$ cat src/typec_port_defines.vh
// Constants for the Type-C port mode control block
`ifndef TYPEC_PORT_DEFINES_VH
`define TYPEC_PORT_DEFINES_VH

// ***************************************************************
// Clock and timing
// ***************************************************************
`define CLK_PERIOD_PS     5000
`define CC_DEB_NS         10000
`define CC_DEB_CYC        ((`CC_DEB_NS * 1000 + `CLK_PERIOD_PS - 1) / `CLK_PERIOD_PS)
`define DRP_TOGGLE_NS     50000
`define DRP_TOGGLE_CYC    ((`DRP_TOGGLE_NS * 1000 + `CLK_PERIOD_PS - 1) / `CLK_PERIOD_PS)
`define DEB_CNT_W         12
`define TOG_CNT_W         16

// ***************************************************************
// Role configuration codes
// ***************************************************************
`define ROLE_DRP          2'h0
`define ROLE_SNK          2'h1
`define ROLE_SRC          2'h2

// ***************************************************************
// Current level codes
// ***************************************************************
`define LVL_NONE          2'h0
`define LVL_DEF           2'h1
`define LVL_MED           2'h2
`define LVL_HIGH          2'h3
`define ADV_DEF           2'h0
`define ADV_MED           2'h1
`define ADV_HIGH          2'h2

// ***************************************************************
// Functional mode codes
// ***************************************************************
`define PMODE_UNATT       2'h0
`define PMODE_ACTIVE      2'h1
`define PMODE_SHUTDOWN    2'h2
`define PMODE_DEADBAT     2'h3

// ***************************************************************
// Filtered input vector layout
// ***************************************************************
`define FV_W              13
`define FV_RST            13'h0100
`define FV_BUS_HI         12
`define FV_BUS_LO         11
`define FV_SHUT           8
`define FV_SUPPLY         9
`define FV_VBUS           10

`endif

$ cat src/sync_filter.v
// Two-stage synchroniser followed by a stability filter
`timescale 1ns/1ps

module sync_filter #(
  parameter          W   = 8,
  parameter          CW  = 12,
  parameter [W-1:0]  RST = {W{1'b0}},
  parameter [CW-1:0] CNT = 12'h001
) (
  input  wire          i_mclk,    // System clock
  input  wire          i_rst,     // Synchronous reset, active high
  input  wire [W-1:0]  i_async,   // Asynchronous inputs
  output wire [W-1:0]  o_stable   // Filtered, synchronous inputs
);

  reg [W-1:0]  meta_r;
  reg [W-1:0]  sync_r;
  reg [W-1:0]  stable_r;
  reg [CW-1:0] cnt_r;

  // ***************************************************************
  // Synchroniser and filter
  // ***************************************************************
  always @(posedge i_mclk) begin
    if (i_rst) begin
      meta_r   <= RST;
      sync_r   <= RST;
      stable_r <= RST;
      cnt_r    <= {CW{1'b0}};
    end else begin
      meta_r <= i_async;
      sync_r <= meta_r;
      if (sync_r == stable_r) begin
        cnt_r <= {CW{1'b0}};
      end else if (cnt_r >= CNT - 1'b1) begin
        stable_r <= sync_r;
        cnt_r    <= {CW{1'b0}};
      end else begin
        cnt_r <= cnt_r + 1'b1;
      end
    end
  end

  assign o_stable = stable_r;

endmodule // sync_filter

$ cat src/typec_port_mode_control.v
// Type-C port mode control: state tracking, open-drain outputs, VCONN gating
//
// Operation
// - Floating bus select pin means GPIO mode, driven high or low means I2C mode.
// - Every status pin is open drain: it only pulls low or releases.
// - GPIO mode shows current level on two pins, unattached or attached.
// - GPIO mode pulls audio pin low while an audio accessory is attached.
// - I2C mode pulls alert low when status information changes.
// - Alert pending flag set with alert; host clears it by a write.
// - VBUS sense drives sink attach and detach, and debug accessory entry/exit on the sink side.
// - Orientation pin low for CC1, released high for CC2.
// - Detected orientation is also given as a status output.
// - VCONN onto the open CC pin only in Attached.SRC with Ra there.
// - VCONN is removed on detach and cable removal.
// - Unattached states per role; dual role toggles sink and source.
// - Attached states per role; debug accessory in every role, audio accessory in source and dual role only.
// - Start in Unattached.SNK after power-up; sink role stays there until attach, dual role toggles.
// - Source attach on sink-present pin; in GPIO mode sink attach on level pins and audio accessory on audio pin.
// - Leave active on unplug, VBUS loss as sink, supply loss or shutdown.
// - Shutdown powers logic down but keeps Rd on both CC pins.
// - Without supply the CC pins default to Rd terminations.
// - GPIO mode advertises only default current as source.
// - Dual role alternates Rp on both pins and Rd on both pins.
`timescale 1ns/1ps
`include "typec_port_defines.vh"

module typec_port_mode_control #(
  parameter [`TOG_CNT_W-1:0] TOGGLE_CYC = `DRP_TOGGLE_CYC
) (
  input  wire       i_mclk,                 // System clock, 200 MHz
  input  wire       i_rst,                  // Synchronous reset, active high
  input  wire       i_bus_sel_hi,           // Bus select pin sensed driven high
  input  wire       i_bus_sel_lo,           // Bus select pin sensed driven low
  input  wire       i_shutdown_req,         // Shutdown request, high or floating
  input  wire       i_supply_ok,            // Supply present
  input  wire       i_supply_sense_in,      // VBUS present
  input  wire [1:0] i_cc1_rp,               // Rp level seen on CC1 as sink
  input  wire [1:0] i_cc2_rp,               // Rp level seen on CC2 as sink
  input  wire       i_cc1_rd,               // Rd seen on CC1 as source
  input  wire       i_cc2_rd,               // Rd seen on CC2 as source
  input  wire       i_cc1_ra,               // Ra seen on CC1 as source
  input  wire       i_cc2_ra,               // Ra seen on CC2 as source
  input  wire [1:0] i_role_mode,            // Role configuration in I2C mode
  input  wire [1:0] i_adv_level,            // Source advertisement in I2C mode
  input  wire       i_alert_clear,          // Host write clearing alert, pulse
  output reg        o_current_level_out_a,  // Level pin a pull-down enable
  output reg        o_current_level_out_b,  // Level pin b pull-down enable
  output reg        o_audio_attach_out,     // Audio / alert pin pull-down enable
  output reg        o_orient_oe,            // Orientation pin pull-down enable
  output reg        o_sink_present_out,     // Sink-present pin pull-down enable
  output reg        o_vconn_cc1_en,         // VCONN switch onto CC1
  output reg        o_vconn_cc2_en,         // VCONN switch onto CC2
  output reg        o_term_rp_en,           // Rp on both CC pins
  output reg        o_term_rd_en,           // Rd on both CC pins
  output reg  [1:0] o_rp_adv,               // Rp advertisement level
  output reg        o_gpio_mode,            // GPIO output mode active
  output reg  [1:0] o_port_mode,            // Functional mode
  output reg  [2:0] o_tc_state,             // Type-C state code
  output reg        o_orient_cc2,           // Attached on CC2
  output reg  [1:0] o_cur_detect,           // Detected current as sink
  output reg        o_alert_pending         // Alert pending flag
);

  // ***************************************************************
  // State codes
  // ***************************************************************
  localparam [2:0] S_UNATT_SNK = 3'h0;
  localparam [2:0] S_ATTW_SNK  = 3'h1;
  localparam [2:0] S_UNATT_SRC = 3'h2;
  localparam [2:0] S_ATTW_SRC  = 3'h3;
  localparam [2:0] S_ATT_SNK   = 3'h4;
  localparam [2:0] S_ATT_SRC   = 3'h5;
  localparam [2:0] S_AUDIO     = 3'h6;
  localparam [2:0] S_DEBUG     = 3'h7;

  localparam integer          DEB_CYC_I = `CC_DEB_CYC;
  localparam [`DEB_CNT_W-1:0] DEB_CYC   = DEB_CYC_I[`DEB_CNT_W-1:0];

  function one_of;
    input a;
    input b;
    begin
      one_of = a ^ b;
    end
  endfunction

  // ***************************************************************
  // Input synchronisation and debounce
  // ***************************************************************
  wire [`FV_W-1:0] fv;

  sync_filter #(
    .W   (`FV_W),
    .CW  (`DEB_CNT_W),
    .RST (`FV_RST),
    .CNT (DEB_CYC)
  ) u_filter (
    .i_mclk   (i_mclk),
    .i_rst    (i_rst),
    .i_async  ({i_bus_sel_hi, i_bus_sel_lo, i_supply_sense_in, i_supply_ok,
                i_shutdown_req, i_cc1_rp, i_cc2_rp, i_cc1_rd, i_cc2_rd,
                i_cc1_ra, i_cc2_ra}),
    .o_stable (fv)
  );

  wire       vbus   = fv[`FV_VBUS];
  wire       supply = fv[`FV_SUPPLY];
  wire       shut   = fv[`FV_SHUT];
  wire [1:0] rp1    = fv[7:6];
  wire [1:0] rp2    = fv[5:4];
  wire       rd1    = fv[3];
  wire       rd2    = fv[2];
  wire       ra1    = fv[1];
  wire       ra2    = fv[0];

  wire gpio_mode = ~fv[`FV_BUS_HI] & ~fv[`FV_BUS_LO];
  wire i2c_mode  = ~gpio_mode;

  // Sink-only and source-only need I2C; GPIO mode is always dual role
  wire [1:0] role  = gpio_mode ? `ROLE_DRP : i_role_mode;
  wire       r_drp = (role != `ROLE_SNK) && (role != `ROLE_SRC);
  wire       r_snk = (role == `ROLE_SNK);
  wire       r_src = (role == `ROLE_SRC);

  // supply loss or shutdown leaves active mode
  wire powered = supply & ~shut;

  wire rp1_seen = |rp1;
  wire rp2_seen = |rp2;

  // ***************************************************************
  // State registers
  // ***************************************************************
  reg [2:0]            state_r;
  reg [2:0]            state_nxt;
  reg                  orient_r;
  reg                  orient_nxt;
  reg                  dbg_src_r;
  reg                  dbg_src_nxt;
  reg [`TOG_CNT_W-1:0] tog_r;
  reg [`TOG_CNT_W-1:0] tog_nxt;
  reg [1:0]            det_lvl_r;
  reg [1:0]            det_lvl_nxt;
  reg [7:0]            snap_r;

  wire tog_done = (tog_r >= TOGGLE_CYC - 1'b1);
  wire unatt_home_src = r_src;

  // ***************************************************************
  // Type-C state machine
  // ***************************************************************
  always @* begin
    state_nxt   = state_r;
    orient_nxt  = orient_r;
    dbg_src_nxt = dbg_src_r;
    tog_nxt     = {`TOG_CNT_W{1'b0}};
    det_lvl_nxt = det_lvl_r;
    case (state_r)
      S_UNATT_SNK: begin
        det_lvl_nxt = `LVL_NONE;
        if (r_src) begin
          state_nxt = S_UNATT_SRC;
        end else if (rp1_seen | rp2_seen) begin
          state_nxt = S_ATTW_SNK;
        end else if (r_drp) begin
          if (tog_done) begin
            state_nxt = S_UNATT_SRC;
          end else begin
            tog_nxt = tog_r + 1'b1;
          end
        end
      end
      S_ATTW_SNK: begin
        if (~rp1_seen & ~rp2_seen) begin
          state_nxt = unatt_home_src ? S_UNATT_SRC : S_UNATT_SNK;
        end else if (vbus & rp1_seen & rp2_seen) begin
          state_nxt   = S_DEBUG;
          dbg_src_nxt = 1'b0;
        end else if (vbus) begin
          state_nxt   = S_ATT_SNK;
          orient_nxt  = rp2_seen;
          det_lvl_nxt = rp2_seen ? rp2 : rp1;
        end
      end
      S_UNATT_SRC: begin
        if (r_snk) begin
          state_nxt = S_UNATT_SNK;
        end else if (rd1 | rd2 | (ra1 & ra2)) begin
          state_nxt = S_ATTW_SRC;
        end else if (r_drp) begin
          if (tog_done) begin
            state_nxt = S_UNATT_SNK;
          end else begin
            tog_nxt = tog_r + 1'b1;
          end
        end
      end
      S_ATTW_SRC: begin
        if (rd1 & rd2) begin
          state_nxt   = S_DEBUG;
          dbg_src_nxt = 1'b1;
        end else if (one_of(rd1, rd2)) begin
          state_nxt  = S_ATT_SRC;
          orient_nxt = rd2;
        end else if (ra1 & ra2) begin
          state_nxt = S_AUDIO;
        end else begin
          state_nxt = unatt_home_src ? S_UNATT_SRC : S_UNATT_SNK;
        end
      end
      S_ATT_SNK: begin
        det_lvl_nxt = orient_r ? rp2 : rp1;
        if (~vbus) begin
          state_nxt = unatt_home_src ? S_UNATT_SRC : S_UNATT_SNK;
        end
      end
      S_ATT_SRC: begin
        if (~(orient_r ? rd2 : rd1)) begin
          state_nxt = unatt_home_src ? S_UNATT_SRC : S_UNATT_SNK;
        end
      end
      S_AUDIO: begin
        if (~(ra1 & ra2)) begin
          state_nxt = unatt_home_src ? S_UNATT_SRC : S_UNATT_SNK;
        end
      end
      default: begin
        if (dbg_src_r ? ~(rd1 & rd2) : ~(vbus & rp1_seen & rp2_seen)) begin
          state_nxt = unatt_home_src ? S_UNATT_SRC : S_UNATT_SNK;
        end
      end
    endcase
    // forced back to sink without power
    if (~powered) begin
      state_nxt   = S_UNATT_SNK;
      det_lvl_nxt = `LVL_NONE;
      tog_nxt     = {`TOG_CNT_W{1'b0}};
    end
  end

  always @(posedge i_mclk) begin
    if (i_rst) begin
      state_r   <= S_UNATT_SNK;
      orient_r  <= 1'b0;
      dbg_src_r <= 1'b0;
      tog_r     <= {`TOG_CNT_W{1'b0}};
      det_lvl_r <= `LVL_NONE;
    end else begin
      state_r   <= state_nxt;
      orient_r  <= orient_nxt;
      dbg_src_r <= dbg_src_nxt;
      tog_r     <= tog_nxt;
      det_lvl_r <= det_lvl_nxt;
    end
  end

  // ***************************************************************
  // Derived status
  // ***************************************************************
  wire attached = state_nxt[2];
  wire src_side = (state_nxt == S_UNATT_SRC) || (state_nxt == S_ATTW_SRC) ||
                  (state_nxt == S_ATT_SRC) || (state_nxt == S_AUDIO) ||
                  ((state_nxt == S_DEBUG) & dbg_src_nxt);

  wire vconn1 = (state_nxt == S_ATT_SRC) & orient_nxt & ra1;
  wire vconn2 = (state_nxt == S_ATT_SRC) & ~orient_nxt & ra2;

  reg       lvl_a;
  reg       lvl_b;
  reg [1:0] adv;

  always @* begin
    lvl_a = 1'b0;
    lvl_b = 1'b0;
    if (state_nxt == S_ATT_SNK) begin
      case (det_lvl_nxt)
        `LVL_MED:  lvl_a = 1'b1;
        `LVL_HIGH: begin
          lvl_a = 1'b1;
          lvl_b = 1'b1;
        end
        default:   lvl_b = 1'b1;
      endcase
    end else if (attached) begin
      lvl_b = 1'b1;
    end
  end

  always @* begin
    adv = `ADV_DEF;
    if (i2c_mode && (i_adv_level != 2'h3)) begin
      adv = i_adv_level;
    end
  end

  wire [7:0] snap_now = {state_nxt, orient_nxt & attached, det_lvl_nxt,
                         vconn1, vconn2};
  wire       alert_set = i2c_mode & powered & (snap_now != snap_r);

  // ***************************************************************
  // Output registers
  // ***************************************************************
  always @(posedge i_mclk) begin
    if (i_rst) begin
      snap_r                <= 8'h00;
      o_current_level_out_a <= 1'b0;
      o_current_level_out_b <= 1'b0;
      o_audio_attach_out    <= 1'b0;
      o_orient_oe           <= 1'b0;
      o_sink_present_out    <= 1'b0;
      o_vconn_cc1_en        <= 1'b0;
      o_vconn_cc2_en        <= 1'b0;
      o_term_rp_en          <= 1'b0;
      o_term_rd_en          <= 1'b1;
      o_rp_adv              <= `ADV_DEF;
      o_gpio_mode           <= 1'b1;
      o_port_mode           <= `PMODE_DEADBAT;
      o_tc_state            <= S_UNATT_SNK;
      o_orient_cc2          <= 1'b0;
      o_cur_detect          <= `LVL_NONE;
      o_alert_pending       <= 1'b0;
    end else begin
      snap_r      <= snap_now;
      o_gpio_mode <= gpio_mode;
      o_tc_state  <= state_nxt;
      // pins only pull low when powered
      o_current_level_out_a <= powered & gpio_mode & lvl_a;
      o_current_level_out_b <= powered & gpio_mode & lvl_b;
      // audio in GPIO mode, alert in I2C mode
      o_audio_attach_out <= powered & (gpio_mode ? (state_nxt == S_AUDIO)
                                                 : (o_alert_pending | alert_set));
      o_alert_pending <= alert_set | (o_alert_pending & ~i_alert_clear);
      o_orient_oe  <= powered & attached & ~orient_nxt;
      o_orient_cc2 <= attached & orient_nxt;
      o_sink_present_out <= powered & (state_nxt == S_ATT_SRC);
      o_vconn_cc1_en <= powered & vconn1;
      o_vconn_cc2_en <= powered & vconn2;
      // Rp on both pins on the source side
      o_term_rp_en <= powered & src_side;
      o_term_rd_en <= ~(powered & src_side);
      o_rp_adv     <= adv;
      o_cur_detect <= det_lvl_nxt;
      if (~supply) begin
        o_port_mode <= `PMODE_DEADBAT;
      end else if (shut) begin
        o_port_mode <= `PMODE_SHUTDOWN;
      end else if (attached) begin
        o_port_mode <= `PMODE_ACTIVE;
      end else begin
        o_port_mode <= `PMODE_UNATT;
      end
    end
  end

endmodule // typec_port_mode_control

$ cat config.mk
export PLATFORM = sky130hd
export DESIGN_NAME = typec_port_mode_control
export DESIGN_NICKNAME = d
export VERILOG_FILES = /design/src/sync_filter.v /design/src/typec_port_mode_control.v
export VERILOG_INCLUDE_DIRS = /design/src
export SDC_FILE = /design/constraint.sdc
export NUM_CORES = 1
export LEC_CHECK = 0
export BUFFER_PORTS_ARGS = -buffer_cell sky130_fd_sc_hd__clkbuf_2
export CORE_UTILIZATION = 35
export CTS_CLUSTER_DIAMETER = 30
export DETAILED_ROUTE_END_ITERATION = 10
export SLEW_MARGIN = 20
export SYNTH_ARGS = -nofsm -noshare
export SYNTH_HDL_FRONTEND = slang
export SYNTH_HIERARCHICAL = 1
export SYNTH_SLANG_ARGS = --single-unit
$ cat constraint.sdc
create_clock -name i_mclk -period 3.5 [get_ports i_mclk]
set_input_delay 0.875 -clock i_mclk [delete_from_list [all_inputs] [get_ports i_mclk]]
set_output_delay 0.875 -clock i_mclk [all_outputs]
set_load 0.03 [all_outputs]
* Word level (Yosys, flattened, before mapping)
Cells that the tools add are included.
** Cells by class
- Magnitude comparators :: 2
- Bitwise gates (word level) :: 47
- Equal/unequal tests :: 21
- Multiplexer cells :: 56
- Reductions and logical operators :: 16
- $add $sub $neg :: 2
** Operators with widths (number)
- two-way mux 16 bit :: 6
- two-way mux 3 bit :: 19
- case mux 16 bit (2 select lines) :: 1
- AND 1 bit :: 26
- == test 3 bit, second input constant :: 7
- case mux 3 bit (7 select lines) :: 1
- two-way mux 1 bit :: 18
- adder 16 x 1 -> 16 bit, second input constant :: 1
- greater-or-equal comparator 16 x 14 -> 1 bit, second input constant :: 1
- two-way mux 2 bit :: 8
- NOT 1 bit :: 15
- == test 13 bit :: 1
- adder 12 x 1 -> 12 bit, second input constant :: 1
- == test 3 x 2 -> 1 bit, second input constant :: 4
- greater-or-equal comparator 12 x 11 -> 1 bit, second input constant :: 1
- OR reduction 2 bit :: 6
- inequality test 8 bit :: 1
- == test 2 bit, second input constant :: 3
- case mux 2 bit (3 select lines) :: 1
- OR reduction 3 bit :: 2
- OR 1 bit :: 5
- logical OR 1 bit :: 4
- inequality test 2 bit, second input constant :: 2
- case mux 1 bit (2 select lines) :: 2
- 7 further kinds :: 8
** Word-level totals
- Register bits :: 98
- Input bits :: 20
- Word-level logic and storage cells :: 169

* Depth between registers and ports, before layout
- Word-level depth :: 18
- Gate-level depth with buffers :: 13
- Depth with buffers taken out :: 13

* Modules after synthesis
Netlist, hierarchy kept.
** Modules (own cells, without submodules)
- typec_port_mode_control :: instances 1, cells each 284, area an instance 2307.2 µm²
- sync_filter :: instances 1, cells each 182, area an instance 1946.9 µm²

* Worst setup path after synthesis
No wires, ideal clock.
- Path kind :: in2reg
- From :: input i_role_mode[1]
- To :: register o_alert_pending
- Stages on the path :: 11
- Buffers on the path :: 0
- Setup time :: 0.079 ns
- Setup slack :: 0.433 ns
- Arrival :: 2.988 ns
- Data required time :: 3.421 ns
- Cell sequence :: nand2_1 -> inv_1 -> ha_1 -> nor3b_1 -> nand2_1 -> a21oi_1 -> or4_1 -> or3_1 -> or3_1 -> and4_4 -> a211oi_2
** Between the ends
- Longest elaborated chain between the ends :: 14
- Elaborated cells on any way between the ends :: 32
** RTL lines
- start: declaration :: line typec_port_mode_control.v:43 : input wire [1:0] i_role_mode,
- two-way mux 2 bit (*) :: line typec_port_mode_control.v:120 : wire [1:0] role = gpio_mode ? `ROLE_DRP : i_role_mode;
- == test 2 bit (no line) (tied with other cells)
- two-way mux 2 bit / logical AND 1 bit (equally long branches)
- two-way mux 3 bit (on tied branches) :: line typec_port_mode_control.v:205, typec_port_mode_control.v:165, typec_port_mode_control.v:190
- two-way mux 3 bit (on tied branches) :: line typec_port_mode_control.v:202, typec_port_mode_control.v:163, typec_port_mode_control.v:188
- two-way mux 3 bit (on tied branches) :: line typec_port_mode_control.v:199, typec_port_mode_control.v:161, typec_port_mode_control.v:186
- case mux 3 bit (7 select lines) (*) :: line typec_port_mode_control.v:158 : case (state_r)
- two-way mux 3 bit (*) :: line typec_port_mode_control.v:234 : if (~powered) begin
- == test 3 bit :: line typec_port_mode_control.v:265, typec_port_mode_control.v:266
- AND 1 bit (on tied branches) (2 in a row) :: line typec_port_mode_control.v:266, typec_port_mode_control.v:265
- inequality test 8 bit (*) :: line typec_port_mode_control.v:298 : wire alert_set = i2c_mode & powered & (snap_now != snap_r);
- AND 1 bit (*) :: line typec_port_mode_control.v:298
- OR 1 bit (*) :: line typec_port_mode_control.v:332 : o_alert_pending <= alert_set | (o_alert_pending & ~i_alert_clear);
- end signal: assignment :: line typec_port_mode_control.v:332
- end: declaration :: line typec_port_mode_control.v:61 : output reg o_alert_pending
Mark *: on every way between the ends. The rest lies on a longest branch, timed or not.
A chain may end at the register's enable or synchronous reset.

* Final worst setup path
- From :: register u_filter.stable_r[12], in the netlist u_filter/o_stable[12]
- To :: register o_alert_pending
** Between the ends
- Longest elaborated chain between the ends :: 16
- Elaborated cells on any way between the ends :: 36
** RTL lines
- start: declaration :: line sync_filter.v:18 : reg [W-1:0] stable_r;
- start signal: assignment :: line sync_filter.v:36 : stable_r <= sync_r;
- NOT 1 bit (*) :: line typec_port_mode_control.v:116 : wire gpio_mode = ~fv[`FV_BUS_HI] & ~fv[`FV_BUS_LO];
- AND 1 bit (*) :: line typec_port_mode_control.v:116
- two-way mux 2 bit :: line typec_port_mode_control.v:120
- == test 2 bit (no line) (tied with other cells)
- two-way mux 2 bit / logical AND 1 bit (equally long branches)
- two-way mux 3 bit (on tied branches) :: line typec_port_mode_control.v:205, typec_port_mode_control.v:165, typec_port_mode_control.v:190
- two-way mux 3 bit (on tied branches) :: line typec_port_mode_control.v:202, typec_port_mode_control.v:163, typec_port_mode_control.v:188
- two-way mux 3 bit (on tied branches) :: line typec_port_mode_control.v:199, typec_port_mode_control.v:161, typec_port_mode_control.v:186
- case mux 3 bit (7 select lines) :: line typec_port_mode_control.v:158
- two-way mux 3 bit :: line typec_port_mode_control.v:234
- == test 3 bit :: line typec_port_mode_control.v:265, typec_port_mode_control.v:266
- AND 1 bit (on tied branches) (2 in a row) :: line typec_port_mode_control.v:266, typec_port_mode_control.v:265
- inequality test 8 bit :: line typec_port_mode_control.v:298
- AND 1 bit (*) :: line typec_port_mode_control.v:298
- OR 1 bit (*) :: line typec_port_mode_control.v:332
Marks and branches as above.

==> qor.txt <==
worst hold path type = reg -> reg
crit path kind = reg -> reg
Die X = 112.2 um
Routed WL = 8641 um
crit path max-delay cell type = or4_1
top post-synthesis cells by area = dfxtp_1 (43%), nor2_1 (5.3%), xnor2_1 (4.5%), mux2i_1 (4.2%), nor2b_1 (4.1%)
Layout Utilization = 41.80%
Main synth FF type = dfxtp_1
CP bufs+invs = 1
Initial Util = 36.63%
# Max-Cap Violations = 0
Crit. End Element = flip-flop
Setup crit start = u_filter/o_stable[12]$_SDFFE_PP0P_
Critical Path Sink = o_alert_pending$_SDFF_PP0_
async set-reset flop share out of synthesis = 0%
via count = 3256
mean area per synthesized cell = 9.129 sq um
PostCTS Resize Cnt = 0
CTS root buffer = clkbuf_16
Netlist Area Pre-Place = 4254 sq um
Initial DRC Count = 163
DR vias/cell = 5.002
wire length per cell = 13.27 um
LEAKAGE = 1.873 nW
Cell Count Post-Placement = 635
Final Critical Period = 3073 ps
worst-path maximum fanout = 5
vias in the first global route = 3039
H-tree depth = 3
first-pass GRT wire length = 14390 um
RSZ-0062 raised after global routing = no
number of port buffers = 40
max incr delay on CP = 580 ps
Top Ports = 41
Hold Vio Cnt, Final = 0
clk_skew = 8.653 ps
Max Freq = 325.4 MHz
RD Place Congestion = 0.9175
worst-case headroom to the max-slew limit = 48.68%
fin. max-slew vios = 0
number of routed nets with antenna violations = 0
initial antenna violation count = 0
top cell type by total area after synthesis = dfxtp_1
capture point of the worst reg-to-reg path = o_alert_pending$_SDFF_PP0_
Total Power = 0.002175 W
NumNets Final = 529
maximum clock path buffer count = 2
flops & latches, synth = 92
drt first pass iters = 7
total CTS buffers = 9
largest net degree at the start of global routing = 38
startpoint types = flip-flop
failing checks = DRC
Seq/Total Area, Yosys = 43.29%
TritonCTS Sinks = 92
crit-path cells = or2_0 > nand2_1 > inv_1 > ha_1 > nor3b_1 > nand2_1 > a21oi_1 > or4_1 > or3_1 > or3_1 > and4_4 > a211oi_2
core area = 11610 sq um
diode count = 0
Setup Viol. Count Final = 0
top cells by count, synth = dfxtp_1 (92), nor2_1 (60), nor2b_1 (28), xnor2_1 (22), nand2_1 (21)
Worst EP arrival = 3330 ps
number of synthesized flops with an enable pin = 0
Post-DP HPWL = 6323 um
PwrDens = 448.0 nW/um^2
final std cells w/o fill = 651
row count = 39
GRT overflow = 0
Sum Neg Setup Slack = 0 ps
TritonCTS clock tree = built
Levels on crit path = 12
R2R cell count = 12
hold_buf cts = 0
detailed-route DRC error count = 3
top-area cell type share of the netlist area = 43.29%
setup ws final = 427.1 ps
Max VDD drop = 0.2488 mV
r2r setup slk = 430 ps
clk slew on worst S/H paths = 70 ps
top-count cell post-synth = dfxtp_1
Post-CTS Setup Bufs = 0
fin crit share = 87.80%
pre-CTS setup slack = 157.7 ps
Layout area overhead = 14.12%
CP delay by family, top = simple AND/OR/NAND/NOR gates
CP required = 3760 ps
DIE AREA = 12600 sq um
Syn Inst Count = 466
Unique masters post-synth = 73
Ys Warns = 6
Critical R2R Launch = u_filter/o_stable[12]$_SDFFE_PP0P_
status = finished, violations left
worst-margin pin slew = 769.9 ps
Die Ht = 112.2 um
Hold Path Depth = 1
layout cells sized above 1 = 16.73%
clock latency on the worst-skew pair = 340 ps
Tot GR Track Use = 14.32%
==> registers in the layout, indices dropped and copies added, names as in the netlist, 2 cells and up <==
register	cells
u_filter/sync_r	13
u_filter/meta_r	13
snap_r	4
u_filter/o_stable	13
o_tc_state	3
o_rp_adv	2
u_filter/cnt_r	12
o_port_mode	2
tog_r	16
==> metrics by stage <==
step	cell area, sq um	hold WS, ps
floorplan	4258	389.5
global placement	4552	392.8
detailed placement	4552	398.5
CTS	4855	413.7
global route	4855	427.3
finish	4855	412.0
==> cells in the final DEF (no fill, tap or decap), types with 17 or more instances in the layout <==
| cell | n |
|---|---|
| nand2_1 | 21 |
| inv_1 | 17 |
| xnor2_1 | 22 |
| nor2b_1 | 28 |
| clkbuf_2 | 40 |
| nand3_1 | 17 |
| mux2i_1 | 18 |
| or2b_1 | 18 |
| dfxtp_1 | 92 |
| nor2_1 | 60 |
==> area by class of cell <==
class / instances / area [sq um]
Inverter: 19 / 71.32
Tap cell: 143 / 178.9
Sequential cell: 92 / 1842
Clock inverter: 5 / 60.06
Timing Repair Buffer: 46 / 245.2
Multi-Input combinational cell: 335 / 2215
Fill cell: 1140 / 6759
Clock buffer: 11 / 242.7
==> report_power, final <==
part | total [W] | switching, W | internal, W
combinational | 0.000122 | 0.0000643 | 0.0000575
clock | 0.000967 | 0.000391 | 0.000576
sequential | 0.00109 | 0.0000164 | 0.00107
total | 0.00217 | 0.000471 | 0.00170
==> worst register-to-register path, cell delays in order, from the launching register on <==
cell and delay (ps):
dfxtp_1 330, or2_0 300, nand2_1 120, inv_1 50, ha_1 230, nor3b_1 180
nand2_1 100, a21oi_1 60, or4_1 580, or3_1 350, or3_1 350, and4_4 180
a211oi_2 160
==> kinds of logic (layout without fill, tap and decap cells) <==
logic type | count (synthesis) | after routing | synth area share [%]
buffers and inverters | 40 | 81 | 4.735
AOI/OAI and AO/OA | 61 | 61 | 10.85
and+or+nand+nor | 211 | 211 | 27.53
adders and majority gates | 6 | 6 | 1.765
muxes | 18 | 18 | 4.235
xor gates and xnor gates | 36 | 36 | 7.412
other | 2 | 3 | 0.1765
DFF | 92 | 92 | 43.29
==> worst min-delay path by stage <==
stage / start / slack, ps / to
final: u_filter/meta_r[8]$_SDFF_PP1_ / 410 / u_filter/sync_r[8]$_SDFF_PP1_
after detailed placement: u_filter/meta_r[8]$_SDFF_PP1_ / 400 / u_filter/sync_r[8]$_SDFF_PP1_
after floorplan: u_filter/meta_r[8]$_SDFF_PP1_ / 390 / u_filter/sync_r[8]$_SDFF_PP1_
after CTS: u_filter/meta_r[8]$_SDFF_PP1_ / 410 / u_filter/sync_r[8]$_SDFF_PP1_
after global placement: u_filter/meta_r[8]$_SDFF_PP1_ / 390 / u_filter/sync_r[8]$_SDFF_PP1_
after global routing: u_filter/meta_r[8]$_SDFF_PP1_ / 430 / u_filter/sync_r[8]$_SDFF_PP1_
==> layer usage <==
layer  global-route usage (%)  up-vias  wire, um
met5                        0        -         0
met4                    5.867        0       140
met2                    23.52       84      3970
li1                         -     1656         -
met3                    3.942       12       446
met1                    17.73     1504      4084
Power figures use the tool's default switching activity.
